**src/design/wdt_rst_defs.vh**
```
`ifndef WDT_RST_DEFS_VH
`define WDT_RST_DEFS_VH

// ----------------------------------------
// clock and timing
// ----------------------------------------
`define CLK_MHZ 200
`define SLOW_OSC_HZ 32000
`define SLOW_DIV_CYC (`CLK_MHZ * 1000000 / `SLOW_OSC_HZ)
`define SOFT_RESET_NS 5000
`define LV_DEBOUNCE_NS 2000
`define NS_TO_CYC_UP(ns) (((ns) * `CLK_MHZ + 999) / 1000)

// ----------------------------------------
// register indices
// ----------------------------------------
`define IDX_WDT_CTRL 2'h0
`define IDX_RST_CTRL 2'h1
`define IDX_LV_LEVEL 2'h2
`define IDX_STATUS 2'h3

// ----------------------------------------
// reset values and codes
// ----------------------------------------
`define WDT_CTRL_RST 8'h53
`define LV_LEVEL_RST 8'h55
`define KEY_OK_A 5'h15
`define KEY_OK_B 5'h0A
`define LV_CODE_A 8'h55
`define LV_CODE_B 8'h33
`define LV_CODE_C 8'h99
`define LV_CODE_D 8'hAA

// ----------------------------------------
// field positions
// ----------------------------------------
`define KEY_HI 7
`define KEY_LO 3
`define SEL_HI 2
`define SEL_LO 0
`define RC_SYSCLK 7
`define RC_FOSC_HI 5
`define RC_FOSC_LO 4
`define RC_LOWVOLT_RESET_FLAG 2
`define RC_LRF 1
`define RC_WRF 0
`define ST_PDF 0
`define ST_TO 1

// ----------------------------------------
// watchdog terminal counts
// ----------------------------------------
`define WDT_W 18
`define WDT_TC0 18'h000FF
`define WDT_TC1 18'h003FF
`define WDT_TC2 18'h00FFF
`define WDT_TC3 18'h03FFF
`define WDT_TC4 18'h07FFF
`define WDT_TC5 18'h0FFFF
`define WDT_TC6 18'h1FFFF
`define WDT_TC7 18'h3FFFF

`endif

```
**src/design/hold_timer.v**
```verilog
`timescale 1ns/1ps
// ----------------------------------------
// fires one pulse once hold_i has stood for n cycles
// ----------------------------------------
module hold_timer #(
  parameter N = 1,
  parameter W = 16
) (
  input wire core_clk_i,
  input wire resetn_i,
  input wire clr_i,
  input wire hold_i,
  output reg fire_o
);
  localparam integer LAST_I = N - 1;
  localparam [W-1:0] LAST = LAST_I[W-1:0];
  reg [W-1:0] cnt_q;
  reg done_q;

  // saturates after firing so a lasting level fires only once
  always @(posedge core_clk_i) begin
    if (!resetn_i || clr_i || !hold_i) begin
      cnt_q <= {W{1'b0}};
      done_q <= 1'b0;
      fire_o <= 1'b0;
    end else begin
      fire_o <= (cnt_q == LAST) && !done_q;
      if (cnt_q == LAST) begin
        done_q <= 1'b1;
      end else begin
        cnt_q <= cnt_q + {{(W-1){1'b0}}, 1'b1};
      end
    end
  end
endmodule // hold_timer

```
**src/design/watchdog_reset_ctrl.v**
```verilog
// Design decisions made here: the register offsets and the strobed register port.
`timescale 1ns/1ps
`include "wdt_rst_defs.vh"
module watchdog_reset_ctrl #(
  parameter SLOW_DIV = `SLOW_DIV_CYC,
  parameter SOFT_DLY_CYC = `NS_TO_CYC_UP(`SOFT_RESET_NS),
  parameter LV_DEB_CYC = `NS_TO_CYC_UP(`LV_DEBOUNCE_NS),
  parameter CNT_W = 16
) (
  input wire core_clk_i,
  input wire resetn_i,
  input wire [1:0] addr_i,
  input wire [7:0] wdata_i,
  input wire wr_i,
  input wire rd_i,
  output reg [7:0] rdata_o,
  input wire halt_exec_i,
  input wire wdt_clear_exec_i,
  input wire wake_i,
  input wire lowvolt_detect_i,
  output reg sys_reset_o,
  output reg pc_sp_reset_o,
  output reg port_init_o,
  output reg asleep_o,
  output reg [7:0] lowvolt_level_o,
  output reg idle_sysclk_keep_o,
  output reg [1:0] fast_osc_freq_select_o
);

  // ----------------------------------------
  // helpers
  // ----------------------------------------
  function key_ok;
    input [4:0] key;
    begin
      key_ok = (key == `KEY_OK_A) || (key == `KEY_OK_B);
    end
  endfunction

  function lv_ok;
    input [7:0] code;
    begin
      lv_ok = (code == `LV_CODE_A) || (code == `LV_CODE_B) ||
              (code == `LV_CODE_C) || (code == `LV_CODE_D);
    end
  endfunction

  function [`WDT_W-1:0] term_cnt;
    input [2:0] sel;
    begin
      case (sel)
        3'h0: term_cnt = `WDT_TC0;
        3'h1: term_cnt = `WDT_TC1;
        3'h2: term_cnt = `WDT_TC2;
        3'h3: term_cnt = `WDT_TC3;
        3'h4: term_cnt = `WDT_TC4;
        3'h5: term_cnt = `WDT_TC5;
        3'h6: term_cnt = `WDT_TC6;
        default: term_cnt = `WDT_TC7;
      endcase
    end
  endfunction

  // ----------------------------------------
  // state
  // ----------------------------------------
  localparam integer DIV_LAST_I = SLOW_DIV - 1;
  localparam [CNT_W-1:0] DIV_LAST = DIV_LAST_I[CNT_W-1:0];
  reg [CNT_W-1:0] div_q;
  reg tick_q;
  reg [`WDT_W-1:0] wdt_cnt_q;
  reg [7:0] wdt_ctrl_q;
  reg [7:0] lv_level_q;
  reg wrf_q;
  reg lrf_q;
  reg lowvolt_reset_flag_q;
  reg to_q;
  reg pdf_q;
  reg sleep_q;
  reg to_d;
  reg pdf_d;
  reg sleep_d;
  reg [`WDT_W-1:0] wdt_cnt_d;
  reg [7:0] rc_view;
  reg [7:0] st_view;
  wire key_fire;
  wire lvsel_fire;
  wire lv_fire;
  wire key_bad;
  wire lv_bad;
  wire lv_hold;
  wire wdt_ovf;
  wire full_rst;
  wire sleep_wake;
  wire wr_wdt;
  wire wr_rc;
  wire wr_lv;

  assign key_bad = !key_ok(wdt_ctrl_q[`KEY_HI:`KEY_LO]);
  assign lv_bad = !lv_ok(lv_level_q);
  // the comparator is masked in sleep, so a dip then is never counted
  assign lv_hold = lowvolt_detect_i && !sleep_q;
  assign wdt_ovf = !key_bad && tick_q &&
                   (wdt_cnt_q == term_cnt(wdt_ctrl_q[`SEL_HI:`SEL_LO]));
  assign full_rst = key_fire || lvsel_fire || lv_fire ||
                    (wdt_ovf && !sleep_q);
  assign sleep_wake = wdt_ovf && sleep_q;
  assign wr_wdt = wr_i && (addr_i == `IDX_WDT_CTRL) && !full_rst;
  assign wr_rc = wr_i && (addr_i == `IDX_RST_CTRL);
  assign wr_lv = wr_i && (addr_i == `IDX_LV_LEVEL) && !full_rst;

  // ----------------------------------------
  // delay and debounce timers
  // ----------------------------------------
  hold_timer #(
    .N(SOFT_DLY_CYC),
    .W(CNT_W)
  ) u_key_delay (
    .core_clk_i(core_clk_i),
    .resetn_i(resetn_i),
    .clr_i(full_rst),
    .hold_i(key_bad),
    .fire_o(key_fire)
  );

  hold_timer #(
    .N(SOFT_DLY_CYC),
    .W(CNT_W)
  ) u_lvsel_delay (
    .core_clk_i(core_clk_i),
    .resetn_i(resetn_i),
    .clr_i(full_rst),
    .hold_i(lv_bad),
    .fire_o(lvsel_fire)
  );

  hold_timer #(
    .N(LV_DEB_CYC),
    .W(CNT_W)
  ) u_lv_debounce (
    .core_clk_i(core_clk_i),
    .resetn_i(resetn_i),
    .clr_i(full_rst),
    .hold_i(lv_hold),
    .fire_o(lv_fire)
  );

  // ----------------------------------------
  // slow oscillator tick
  // ----------------------------------------
  always @(posedge core_clk_i) begin
    if (!resetn_i) begin
      div_q <= {CNT_W{1'b0}};
      tick_q <= 1'b0;
    end else begin
      tick_q <= (div_q == DIV_LAST);
      if (div_q == DIV_LAST) begin
        div_q <= {CNT_W{1'b0}};
      end else begin
        div_q <= div_q + {{(CNT_W-1){1'b0}}, 1'b1};
      end
    end
  end

  // ----------------------------------------
  // watchdog counter
  // ----------------------------------------
  // software only sees the clear instruction, not the count itself
  always @* begin
    wdt_cnt_d = wdt_cnt_q;
    if (full_rst || sleep_wake || wdt_ovf) begin
      wdt_cnt_d = {`WDT_W{1'b0}};
    end else if (key_bad || wdt_clear_exec_i || halt_exec_i) begin
      wdt_cnt_d = {`WDT_W{1'b0}};
    end else if (tick_q) begin
      wdt_cnt_d = wdt_cnt_q + {{(`WDT_W-1){1'b0}}, 1'b1};
    end
  end

  always @(posedge core_clk_i) begin
    if (!resetn_i) begin
      wdt_cnt_q <= {`WDT_W{1'b0}};
    end else begin
      wdt_cnt_q <= wdt_cnt_d;
    end
  end

  // ----------------------------------------
  // watchdog control register
  // ----------------------------------------
  always @(posedge core_clk_i) begin
    if (!resetn_i) begin
      wdt_ctrl_q <= `WDT_CTRL_RST;
    end else if (full_rst) begin
      wdt_ctrl_q <= `WDT_CTRL_RST;
    end else if (wr_wdt) begin
      wdt_ctrl_q <= wdata_i;
    end
  end

  // ----------------------------------------
  // low-voltage level register
  // ----------------------------------------
  always @(posedge core_clk_i) begin
    if (!resetn_i) begin
      lv_level_q <= `LV_LEVEL_RST;
    end else if (key_fire || lvsel_fire || (wdt_ovf && !sleep_q)) begin
      lv_level_q <= `LV_LEVEL_RST;
    end else if (lv_fire) begin
      lv_level_q <= lv_level_q;
    end else if (wr_lv) begin
      lv_level_q <= wdata_i;
    end
  end

  // ----------------------------------------
  // reset source control register
  // ----------------------------------------
  // a flag set in the same cycle as a software zero write stays set
  always @(posedge core_clk_i) begin
    if (!resetn_i) begin
      wrf_q <= 1'b0;
      lrf_q <= 1'b0;
      lowvolt_reset_flag_q <= 1'b0;
      idle_sysclk_keep_o <= 1'b0;
      fast_osc_freq_select_o <= 2'h0;
    end else begin
      if (key_fire) begin
        wrf_q <= 1'b1;
      end else if (wr_rc && !wdata_i[`RC_WRF]) begin
        wrf_q <= 1'b0;
      end
      if (lvsel_fire) begin
        lrf_q <= 1'b1;
      end else if (wr_rc && !wdata_i[`RC_LRF]) begin
        lrf_q <= 1'b0;
      end
      if (lv_fire) begin
        lowvolt_reset_flag_q <= 1'b1;
      end else if (wr_rc && !wdata_i[`RC_LOWVOLT_RESET_FLAG]) begin
        lowvolt_reset_flag_q <= 1'b0;
      end
      if (full_rst) begin
        idle_sysclk_keep_o <= 1'b0;
        fast_osc_freq_select_o <= 2'h0;
      end else if (wr_rc) begin
        idle_sysclk_keep_o <= wdata_i[`RC_SYSCLK];
        fast_osc_freq_select_o <= wdata_i[`RC_FOSC_HI:`RC_FOSC_LO];
      end
    end
  end

  // ----------------------------------------
  // status flags and sleep state
  // ----------------------------------------
  // for TO and PDF set beats clear when both land in one cycle; for sleep a wake or reset beats halt
  always @* begin
    to_d = to_q;
    pdf_d = pdf_q;
    sleep_d = sleep_q;
    if (wdt_ovf) begin
      to_d = 1'b1;
    end else if (halt_exec_i) begin
      to_d = 1'b0;
    end
    if (halt_exec_i && !full_rst) begin
      pdf_d = 1'b1;
    end else if (wdt_clear_exec_i) begin
      pdf_d = 1'b0;
    end
    if (full_rst || sleep_wake || wake_i) begin
      sleep_d = 1'b0;
    end else if (halt_exec_i) begin
      sleep_d = 1'b1;
    end
  end

  always @(posedge core_clk_i) begin
    if (!resetn_i) begin
      to_q <= 1'b0;
      pdf_q <= 1'b0;
      sleep_q <= 1'b0;
    end else begin
      to_q <= to_d;
      pdf_q <= pdf_d;
      sleep_q <= sleep_d;
    end
  end

  // ----------------------------------------
  // reset outputs
  // ----------------------------------------
  // a wake by timeout touches only program counter and stack, so
  // sys_reset_o stays low then
  always @(posedge core_clk_i) begin
    if (!resetn_i) begin
      sys_reset_o <= 1'b1;
      pc_sp_reset_o <= 1'b1;
      port_init_o <= 1'b1;
      asleep_o <= 1'b0;
      lowvolt_level_o <= `LV_LEVEL_RST;
    end else begin
      sys_reset_o <= full_rst;
      pc_sp_reset_o <= full_rst || sleep_wake;
      port_init_o <= full_rst;
      asleep_o <= sleep_q;
      lowvolt_level_o <= lv_level_q;
    end
  end

  // ----------------------------------------
  // register views
  // ----------------------------------------
  // bits 6 and 3 have no storage and stay zero
  always @* begin
    rc_view = 8'h00;
    rc_view[`RC_SYSCLK] = idle_sysclk_keep_o;
    rc_view[`RC_FOSC_HI:`RC_FOSC_LO] = fast_osc_freq_select_o;
    rc_view[`RC_LOWVOLT_RESET_FLAG] = lowvolt_reset_flag_q;
    rc_view[`RC_LRF] = lrf_q;
    rc_view[`RC_WRF] = wrf_q;
    st_view = 8'h00;
    st_view[`ST_TO] = to_q;
    st_view[`ST_PDF] = pdf_q;
  end

  // ----------------------------------------
  // register read port
  // ----------------------------------------
  always @(posedge core_clk_i) begin
    if (!resetn_i) begin
      rdata_o <= 8'h00;
    end else if (rd_i) begin
      case (addr_i)
        `IDX_WDT_CTRL: rdata_o <= wdt_ctrl_q;
        `IDX_RST_CTRL: rdata_o <= rc_view;
        `IDX_LV_LEVEL: rdata_o <= lv_level_q;
        `IDX_STATUS: rdata_o <= st_view;
        default: rdata_o <= 8'h00;
      endcase
    end else begin
      rdata_o <= 8'h00;
    end
  end

endmodule // watchdog_reset_ctrl

```
**config.mk**
```make
export PLATFORM = sky130hd
export DESIGN_NAME = watchdog_reset_ctrl
export DESIGN_NICKNAME = d
export VERILOG_FILES = /design/src/design/hold_timer.v /design/src/design/watchdog_reset_ctrl.v
export VERILOG_INCLUDE_DIRS = /design/src /design/src/design
export SDC_FILE = /design/constraint.sdc
export NUM_CORES = 1
export LEC_CHECK = 0
export ABC_AREA = 1
export BUFFER_PORTS_ARGS = -buffer_cell sky130_fd_sc_hd__buf_4
export CAP_MARGIN = 20
export CORE_MARGIN = 2
export CORE_UTILIZATION = 45
export CTS_BUF_LIST = sky130_fd_sc_hd__clkbuf_8
export CTS_CLUSTER_DIAMETER = 60
export DETAILED_ROUTE_END_ITERATION = 10
export SLEW_MARGIN = 20
export SYNTH_ARGS = -nofsm -noshare
export SYNTH_HDL_FRONTEND = slang
export SYNTH_SLANG_ARGS = --single-unit
export TNS_END_PERCENT = 50
```
**constraint.sdc**
```tcl
create_clock -name core_clk_i -period 2.7 [get_ports core_clk_i]
set_clock_uncertainty 0.05 [all_clocks]
set_input_delay 0.135 -clock core_clk_i [delete_from_list [all_inputs] [get_ports core_clk_i]]
set_output_delay 0.135 -clock core_clk_i [all_outputs]
set_load 0.02 [all_outputs]
```
; ---- Word-level counts from Yosys, hierarchy flattened
; Cells that the tools add are included.
[classes]
addsub = 5
n_eq_ne = 20
mux = 12
n_bitwise = 2
n_reduce_logical = 59
[op_table]
columns = cell, count
row1 = $pmux W18 S7, 1
row2 = $add A16 B1 Y16 const B, 4
row3 = $eq A16 B10 Y1 const B, 2
row4 = $pmux W8 S4, 1
row5 = $add A18 B1 Y18 const B, 1
row6 = $eq A18 B18 Y1, 1
row7 = $logic_and A1 B1 Y1, 17
row8 = $logic_or A1 B1 Y1, 17
row9 = $eq A16 B13 Y1 const B, 1
row10 = $eq A16 B9 Y1 const B, 1
row11 = $eq A8 B8 Y1 const B, 2
row12 = $logic_not A1 Y1, 11
row13 = $mux W1, 10
row14 = $reduce_bool A2 Y1, 5
row15 = $eq A3 B3 Y1 const B, 3
row16 = $eq A8 B6 Y1 const B, 1
row17 = $eq A8 B7 Y1 const B, 1
row18 = $reduce_or A2 Y1, 4
row19 = $eq A3 B2 Y1 const B, 2
row20 = $eq A5 B4 Y1 const B, 1
row21 = $eq A5 B5 Y1 const B, 1
row22 = $eq A2 B2 Y1 const B, 2
row23 = $reduce_and A2 Y1, 2
row24 = $eq A3 B1 Y1 const B, 1
row25 = 5 further kinds, 6
[totals]
reg_bits = 133
output_inout_bits = 23
wordCells = 125

; ---- Depth between registers and ports, before layout
; Gate-level depths: netlist (run 1).
[depth]
word_depth = 9
mapped_depth = 15
mapped_depth_nobuf = 13

; ---- Cells and area by module
; Synthesis (run 1) repeated with hierarchy kept, for this count alone.
[hier_totals]
cells_unflattened = 965
hier_area_um2 = 6812.8
[by_module_without_submodules]
columns = mod, instances, cells_per_inst, area_each_um2
row1 = watchdog_reset_ctrl, 1, 501, 3773.6
row2 = hold_timer (u_key_delay ...), 2, 170, 1058.5
row3 = hold_timer (u_lv_debounce), 1, 124, 922.1

; ---- Least setup slack after synthesis (run 1)
; OpenSTA, ideal clock, no wires.
[synth_timing]
kind = reg2reg
start = register wdt_cnt_q[0]
end = register u_lv_debounce.cnt_q[15]
setup_time_ns = 0.133
t_arrival_ns = 1.611
required_ns = 2.517
setup_slack_ns = 0.906
stages_incl_launch_ff = 11
cell_sequence = dfxtp_1 ha_1 nand3_1 nor2_1 nand3_1 nor2_2 nand3_4 nand4_4 buf_6 buf_6 nor3_2
[synth_between]
elab_chain_len = 6
[synth_lines]
columns = item, line
row1 = from (decl), watchdog_reset_ctrl.v:71  ; reg [`WDT_W-1:0] wdt_cnt_q;
row2 = from (signal assigned), watchdog_reset_ctrl.v:182  ; wdt_cnt_q <= {`WDT_W{1'b0}};
row3 = from (signal assigned), watchdog_reset_ctrl.v:184  ; wdt_cnt_q <= wdt_cnt_d;
row4 = $eq A18 B18 Y1, watchdog_reset_ctrl.v:104  ; (wdt_cnt_q == term_cnt(wdt_ctrl_q[`SEL_HI:`SEL_LO]));
row5 = $logic_and A1 B1 Y1, watchdog_reset_ctrl.v:103  ; assign wdt_ovf = !key_bad && tick_q &&
row6 = $logic_and A1 B1 Y1, watchdog_reset_ctrl.v:106  ; (wdt_ovf && !sleep_q);
row7 = $logic_or A1 B1 Y1, watchdog_reset_ctrl.v:105  ; assign full_rst = key_fire || lvsel_fire || lv_fire ||
row8 = $logic_or A1 B1 Y1 (2 in a row), hold_timer.v:22  ; if (!resetn_i || clr_i || !hold_i) begin
row9 = to (signal assigned), hold_timer.v:23  ; cnt_q <= {W{1'b0}};
row10 = to (signal assigned), hold_timer.v:31  ; cnt_q <= cnt_q + {{(W-1){1'b0}}, 1'b1};
row11 = to (decl), hold_timer.v:17  ; reg [W-1:0] cnt_q;
; No other way between the ends.
; A chain may end at the register's enable or synchronous reset.

; ---- Worst setup path in the final report (run 1)
[layout_timing]
start = register wdt_cnt_q[0]
end = register u_key_delay.cnt_q[7]
[layout_between]
elab_chain_len = 6
[layout_lines]
columns = item, line
row1 = $eq A18 B18 Y1, watchdog_reset_ctrl.v:104
row2 = $logic_and A1 B1 Y1, watchdog_reset_ctrl.v:103
row3 = $logic_and A1 B1 Y1, watchdog_reset_ctrl.v:106
row4 = $logic_or A1 B1 Y1, watchdog_reset_ctrl.v:105
row5 = $logic_or A1 B1 Y1 (2 in a row), hold_timer.v:22
row6 = to (signal assigned), hold_timer.v:23
row7 = to (signal assigned), hold_timer.v:31
row8 = to (decl), hold_timer.v:17
; No other way between the ends.

==> flow_summary.ini, run 1 <==
[status]
outcome = finished clean

[clock_network]
cts-root-buf = clkbuf_8
clk_path_buf_depth = 2
post_cts_buffers = 0
clk_pin_slew_ps = 80
insertion_delay_ps = 440
numClockSinks = 133
htreeDepth = 4
cts_tree = built
cts_buffers = 17

[sta]
max_freq_mhz = 446
tightest_slew_ps = 697
rsz0062_at_grt = false
post-route-period-util_pct = 83.0
setup_viol = 0
layout_setup_ws_ps = 459
tns_ps = 0
hold_violations = 0
drv_slew = 0
layout_min_cycle_time_ps = 2240
slew_headroom_pct = 53.4

[run]
drv_cap = 0

[place]
gp_congestion = 0.875
placedCellCount = 1038
port-buffer-count = 40
preCtsSetupSlack_ps = 450
hpwl_mm = 10.1

[die]
chipWidth_um = 122
row_count = 43
die_h_um = 122
die-area_um2 = 14900
coreArea_um2 = 13800
start_util_pct = 45.6
io_pins = 41

[power]
power.density_nw_per_um2 = 554
p_leak_uw = 0.00294
comb_power_share_pct = 7.5
p_sw_share_pct = 24.0
ir_worst_vdd_uv = 293
intPower_uw = 3080
clkPwrFrac_pct = 42.3
p_switching_uw = 974
seqPwrFrac_pct = 50.2

[hold_path]
hp-class = flip-flop to flip-flop

[synth]
synth_async_sr_flop_share_pct = 0
ys_seq_elements = 133
synth_edf_count = 0
synthCells = 830
synthTopCellsByArea = dfxtp_1 (42%), nand2_1 (10%), xor2_1 (6.4%)
syn_nets = 854
synthFlopType = dfxtp_1
synth_cell_types = 43
yosys.area.top_type = dfxtp_1
synth_top_cell_area_share_pct = 42.4
syn_avg_cell_area_um2 = 7.56
yosys_warnings = 0
syn-cell-area_um2 = 6280
ys_seq_area_share_pct = 42.4

[finish]
layout.cells.non_filler = 1086
antenna_cells = 0
finalNetCount = 918
area_growth_pct = 16.5
final_layout_size_suffix_gt1_share_pct = 12.3

[critical_path]
path_max_fanout = 22
criticalPathCategory = flip-flop to flip-flop
required_ps = 2980
r2r_end = u_key_delay.cnt_q[7]$_SDFFE_PP0P_
worst_r2r_path_depth = 10
cp-endpoint = u_key_delay.cnt_q[7]$_SDFFE_PP0P_
rrSetupSlack_ps = 460
cp-end-kind = flip-flop
timing.rr.start = wdt_cnt_q[0]$_SDFFE_PP0P_
cp-startpoint = wdt_cnt_q[0]$_SDFFE_PP0P_
cp-start-kind = flip-flop
cp.arrival_ps = 2520

[route]
drt_iter0_drc = 319
dr.pass1.iters = 5
drt-vias-per-instance = 4.98
drc = 0
wl_per_cell_um = 12.6
wirelength_mm = 13.7
vias = 5407
ant_nets = 0

[global_route]
grt_max_degree = 30
antenna_found_initial = 0
grt.total_usage_pct = 19.5
grt_pass1_wl_mm = 23.0
grt_overflow = 0
grt_pass1_vias = 4967
==> layout by cell type, fill, tap and decap left out, types with 2 or more instances in the layout <==
cell type,instances
bufinv_16,3
nand4_1,26
nand3b_1,2
nor2_2,12
ha_1,6
nor3_1,43
inv_2,3
nand3_1,51
and3_1,2
inv_1,96
nor2_1,102
xnor2_1,15
o211ai_1,2
nor3b_1,23
a21oi_1,19
clkinvlp_4,2
nor4_1,17
or2_2,5
xor2_1,46
nand2_1,173
clkinv_2,2
buf_4,44
nor3_2,10
dlygate4sd3_1,17
dfxtp_1,133
clkbuf_8,20
o21ai_0,13
==> routing by layer <==
metal | share of wire [%] | track usage [%] | vias up
met5 | 0 | 0 | -
met4 | 1.6 | 7.83 | 0
met3 | 3.8 | 4.45 | 18
met2 | 47 | 31.9 | 99
met1 | 48 | 24.8 | 2478
li1 | - | - | 2812
==> area by class of cell <==
class | instances | area, um2
clock buffer | 20 | 275
clock inverter | 11 | 135
fill | 1349 | 6460
inverter | 98 | 370
multi-input combinational | 582 | 3130
sequential | 133 | 2660
tap | 180 | 225
timing repair buffer | 62 | 520
==> worst max-delay path: stages (launching register included) <==
cell	delay, ps
dfxtp_1	380
ha_1	180
nand3_1	110
nor2_1	260
nand3_1	150
nor2_2	220
nand3_4	130
nand4_4	270
inv_4	150
nand2_8	180
nor2_1	60
==> registers in the layout, indices dropped and copies added, names as in the netlist, 2 cells and up <==
signal                  count
wdt_cnt_q                  18
div_q                      16
u_key_delay.cnt_q          16
u_lv_debounce.cnt_q        16
u_lvsel_delay.cnt_q        16
lowvolt_level_o             8
lv_level_q                  8
rdata_o                     8
wdt_ctrl_q                  8
fast_osc_freq_select_o      2
==> how the worst min path moves through the flow <==
stage                                          start                            end  cells after the start
final                     lv_level_q[5]$_SDFFE_PP0P_  lowvolt_level_o[5]$_SDFF_PN0_                      2
after global routing                      wdata_i[0]     lv_level_q[0]$_SDFFE_PP1P_                      4
after CTS                                 wdata_i[0]     lv_level_q[0]$_SDFFE_PP1P_                      4
after detailed placement                  wdata_i[6]     lv_level_q[6]$_SDFFE_PP1P_                      3
after global placement                    wdata_i[6]     lv_level_q[6]$_SDFFE_PP1P_                      3
after floorplan                           wdata_i[0]     lv_level_q[0]$_SDFFE_PP1P_                      2
==> metrics by stage <==
step,power (uW),area (um2),hold WS (ps),utilization (%)
floorplan,2260,6280,198,-
global placement,2360,6740,323,48.9
detailed placement,2360,6740,318,48.9
CTS,4100,7320,396,53.1
global route,4220,7320,423,53.1
finish,4050,7320,404,53.1
==> cells by family after synthesis <==
logic type	Yosys count	synth area share (%)
AO/OA/AOI/OAI	42	3.77
XOR/XNOR	61	8.51
adder cells (fa/ha/maj)	6	1.20
buffers and inverters	115	7.79
flip-flops	133	42.4
multiplexers	1	0.159
AND/OR/NAND/NOR	472	36.2
==> repair_timing <==
item | 4_1_cts | 5_1_grt
hold buffers | 17 | 0
hold endpoints to repair | 38 | 0
gates resized for setup | 0 | 0
==> Yosys cell counts (all sizes together), types with 5 or more instances <==
cell and number:
a21oi 19, buf 13, dfxtp 133, ha 6
inv 97, nand2 174, nand3 53, nand4 27
nor2 115, nor3 53, nor3b 24, nor4 17
o21ai 14, or2 5, xnor2 15, xor2 46
==> power groups by stage <==
stage	sequential (uW)	combinational, uW	clock [uW]
final	2030	304	1720
after global routing	2040	337	1850
after CTS	2030	305	1770
after detailed placement	2080	285	0
after global placement	2080	281	0
after floorplan	2080	182	0
Power figures use the tool's default switching activity.
==> run 2: changes to the inputs <==
- clock period: 2.7 -> 2.1 ns (I/O delays scaled with it)
==> flow_summary.ini, run 2 (synthesis results as in run 1) <==
[place]
gp_congestion = 0.921
hpwl_mm = 9.92
port-buffer-count = 40
dpl_cell_area_um2 = 6810

[critical_path]
criticalPathCategory = flip-flop to flip-flop
rrSetupSlack_ps = 160
cp.arrival_ps = 2220
crit_family = simple AND/OR/NAND/NOR gates
required_ps = 2380
cp_num_buf_inv = 1
cp_slowest_stage_delay_ps = 370
cp-end-kind = flip-flop
timing.rr.start = wdt_cnt_q[0]$_SDFFE_PP0P_
cp-endpoint = u_key_delay.cnt_q[14]$_SDFFE_PP0P_
r2r_end = u_key_delay.cnt_q[14]$_SDFFE_PP0P_
path_common_cell = nor2_4
cp-start-kind = flip-flop
slowest_stage = dfxtp_1
crit_chain = ha_1, nand3_2, nor2_4, nand3_1, nor2_4, nand3_4, nand4_4, inv_4, nand2_8, nor2_2
cp-startpoint = wdt_cnt_q[0]$_SDFFE_PP0P_
cp.depth = 10
path_max_fanout = 11
worst_r2r_path_depth = 10

[clock_network]
cts-root-buf = clkbuf_8
clk_path_buf_depth = 2
numClockSinks = 133
insertion_delay_ps = 450
clk_pin_slew_ps = 80
cts_tree = built
htreeDepth = 4
cts_buffers = 17
post_cts_buffers = 0

[sta]
tightest_slew_ps = 716
post-route-period-util_pct = 92.4
slew_headroom_pct = 52.1
layout_min_cycle_time_ps = 1940
tns_ps = 0
max_freq_mhz = 515
hold_violations = 0
setup_viol = 0
drv_slew = 0
holdWs_ps = 400
rsz0062_at_grt = false

[route]
ant_nets = 0
dr.pass1.iters = 4
wirelength_mm = 13.8
drt_iter0_drc = 367
wl_per_cell_um = 12.6
vias = 5508
drt-vias-per-instance = 5.03
drc = 0

[power]
seqPwrFrac_pct = 51.4
clkPwrFrac_pct = 40.2
p_switching_uw = 1260
power.density_nw_per_um2 = 683
p_total_uw = 5080
intPower_uw = 3820
ir_worst_vdd_uv = 354
p_sw_share_pct = 24.8
comb_power_share_pct = 8.4
p_leak_uw = 0.00299

[finish]
antenna_cells = 0
num-fill-cells = 1363
top_register = wdt_cnt_q
mostFrequentLayoutCell = nand2_1
area_growth_pct = 18.5
fin_util_pct = 54.0
layout.cells.most_common_list = nand2_1 (173), dfxtp_1 (132), nor2_1 (100)
largest_reg_flops = 18
stdcell_area_um2 = 7440
finalNetCount = 927
final_layout_size_suffix_gt1_share_pct = 13.5

[global_route]
grt_pass1_wl_mm = 22.9
grt.total_usage_pct = 19.4
grt_pass1_vias = 5182
grt_overflow = 0
antenna_found_initial = 0
grt_max_degree = 37

[run]
drv_cap = 0

[die]
row_count = 43
io_pins = 41
die_h_um = 122
start_util_pct = 45.6
die-area_um2 = 14900
chipWidth_um = 122
coreArea_um2 = 13800

[status]
outcome = finished clean

[hold_path]
hp-class = primary input to flip-flop
-- run 2: tightest hold or removal path, delay by kind of cell --
family / cells / cell delay [ps]
buffers and inverters: 2 / 660
and+or+nand+nor: 2 / 100
-- run 2: area by class of cell --
class / count / area [um2] / area share, %
Clock buffer: 19 / 262 / 3.52
Sequential cell: 133 / 2660 / 35.8
Clock inverter: 11 / 114 / 1.53
Tap cell: 180 / 225 / 3.03
Multi-Input combinational cell: 583 / 3180 / 42.7
Inverter: 98 / 370 / 4.98
Timing Repair Buffer: 70 / 626 / 8.41
-- run 2: timing repair --
action                     4_1_cts  5_1_grt
setup endpoints to repair        0       95
resized for setup                0        9
hold endpoints to repair        39        0
hold buffers                    18        0
-- run 2: worst min path at each step --
stage                from                          to  slack, ps  cells past startpoint
2_1_floorplan  wdata_i[0]  lv_level_q[0]$_SDFFE_PP1P_        170                      2
3_3_place_gp   wdata_i[0]  lv_level_q[0]$_SDFFE_PP1P_        300                      3
3_5_place_dp   wdata_i[0]  lv_level_q[0]$_SDFFE_PP1P_        300                      3
4_1_cts        wdata_i[0]  lv_level_q[0]$_SDFFE_PP1P_        350                      4
5_1_grt        wdata_i[6]  lv_level_q[6]$_SDFFE_PP1P_        390                      4
6_report       wdata_i[0]  lv_level_q[0]$_SDFFE_PP1P_        400                      4
-- run 2: stage by stage --
step           setup slack (ps)  cells
2_1_floorplan               306    830
3_3_place_gp                125   1044
3_5_place_dp               80.5   1044
4_1_cts                    46.4   1092
5_1_grt                    14.1   1094
6_report                    159   1094
-- run 2: power groups by stage --
stage	Combinational [uW]	Sequential (uW)	Clock, uW
floorplan	234	2670	0
global placement	375	2670	0
detailed placement	382	2670	0
CTS	411	2610	2110
global route	471	2620	2230
finish	428	2610	2040
-- run 2: layer usage --
metal	part of all wire (%)	routed length (um)	global-route usage, %
met1	48	6590	24.1
met2	46	6410	31.0
met3	3.8	521	5.48
met4	2.3	324	8.98
met5	0	0	0
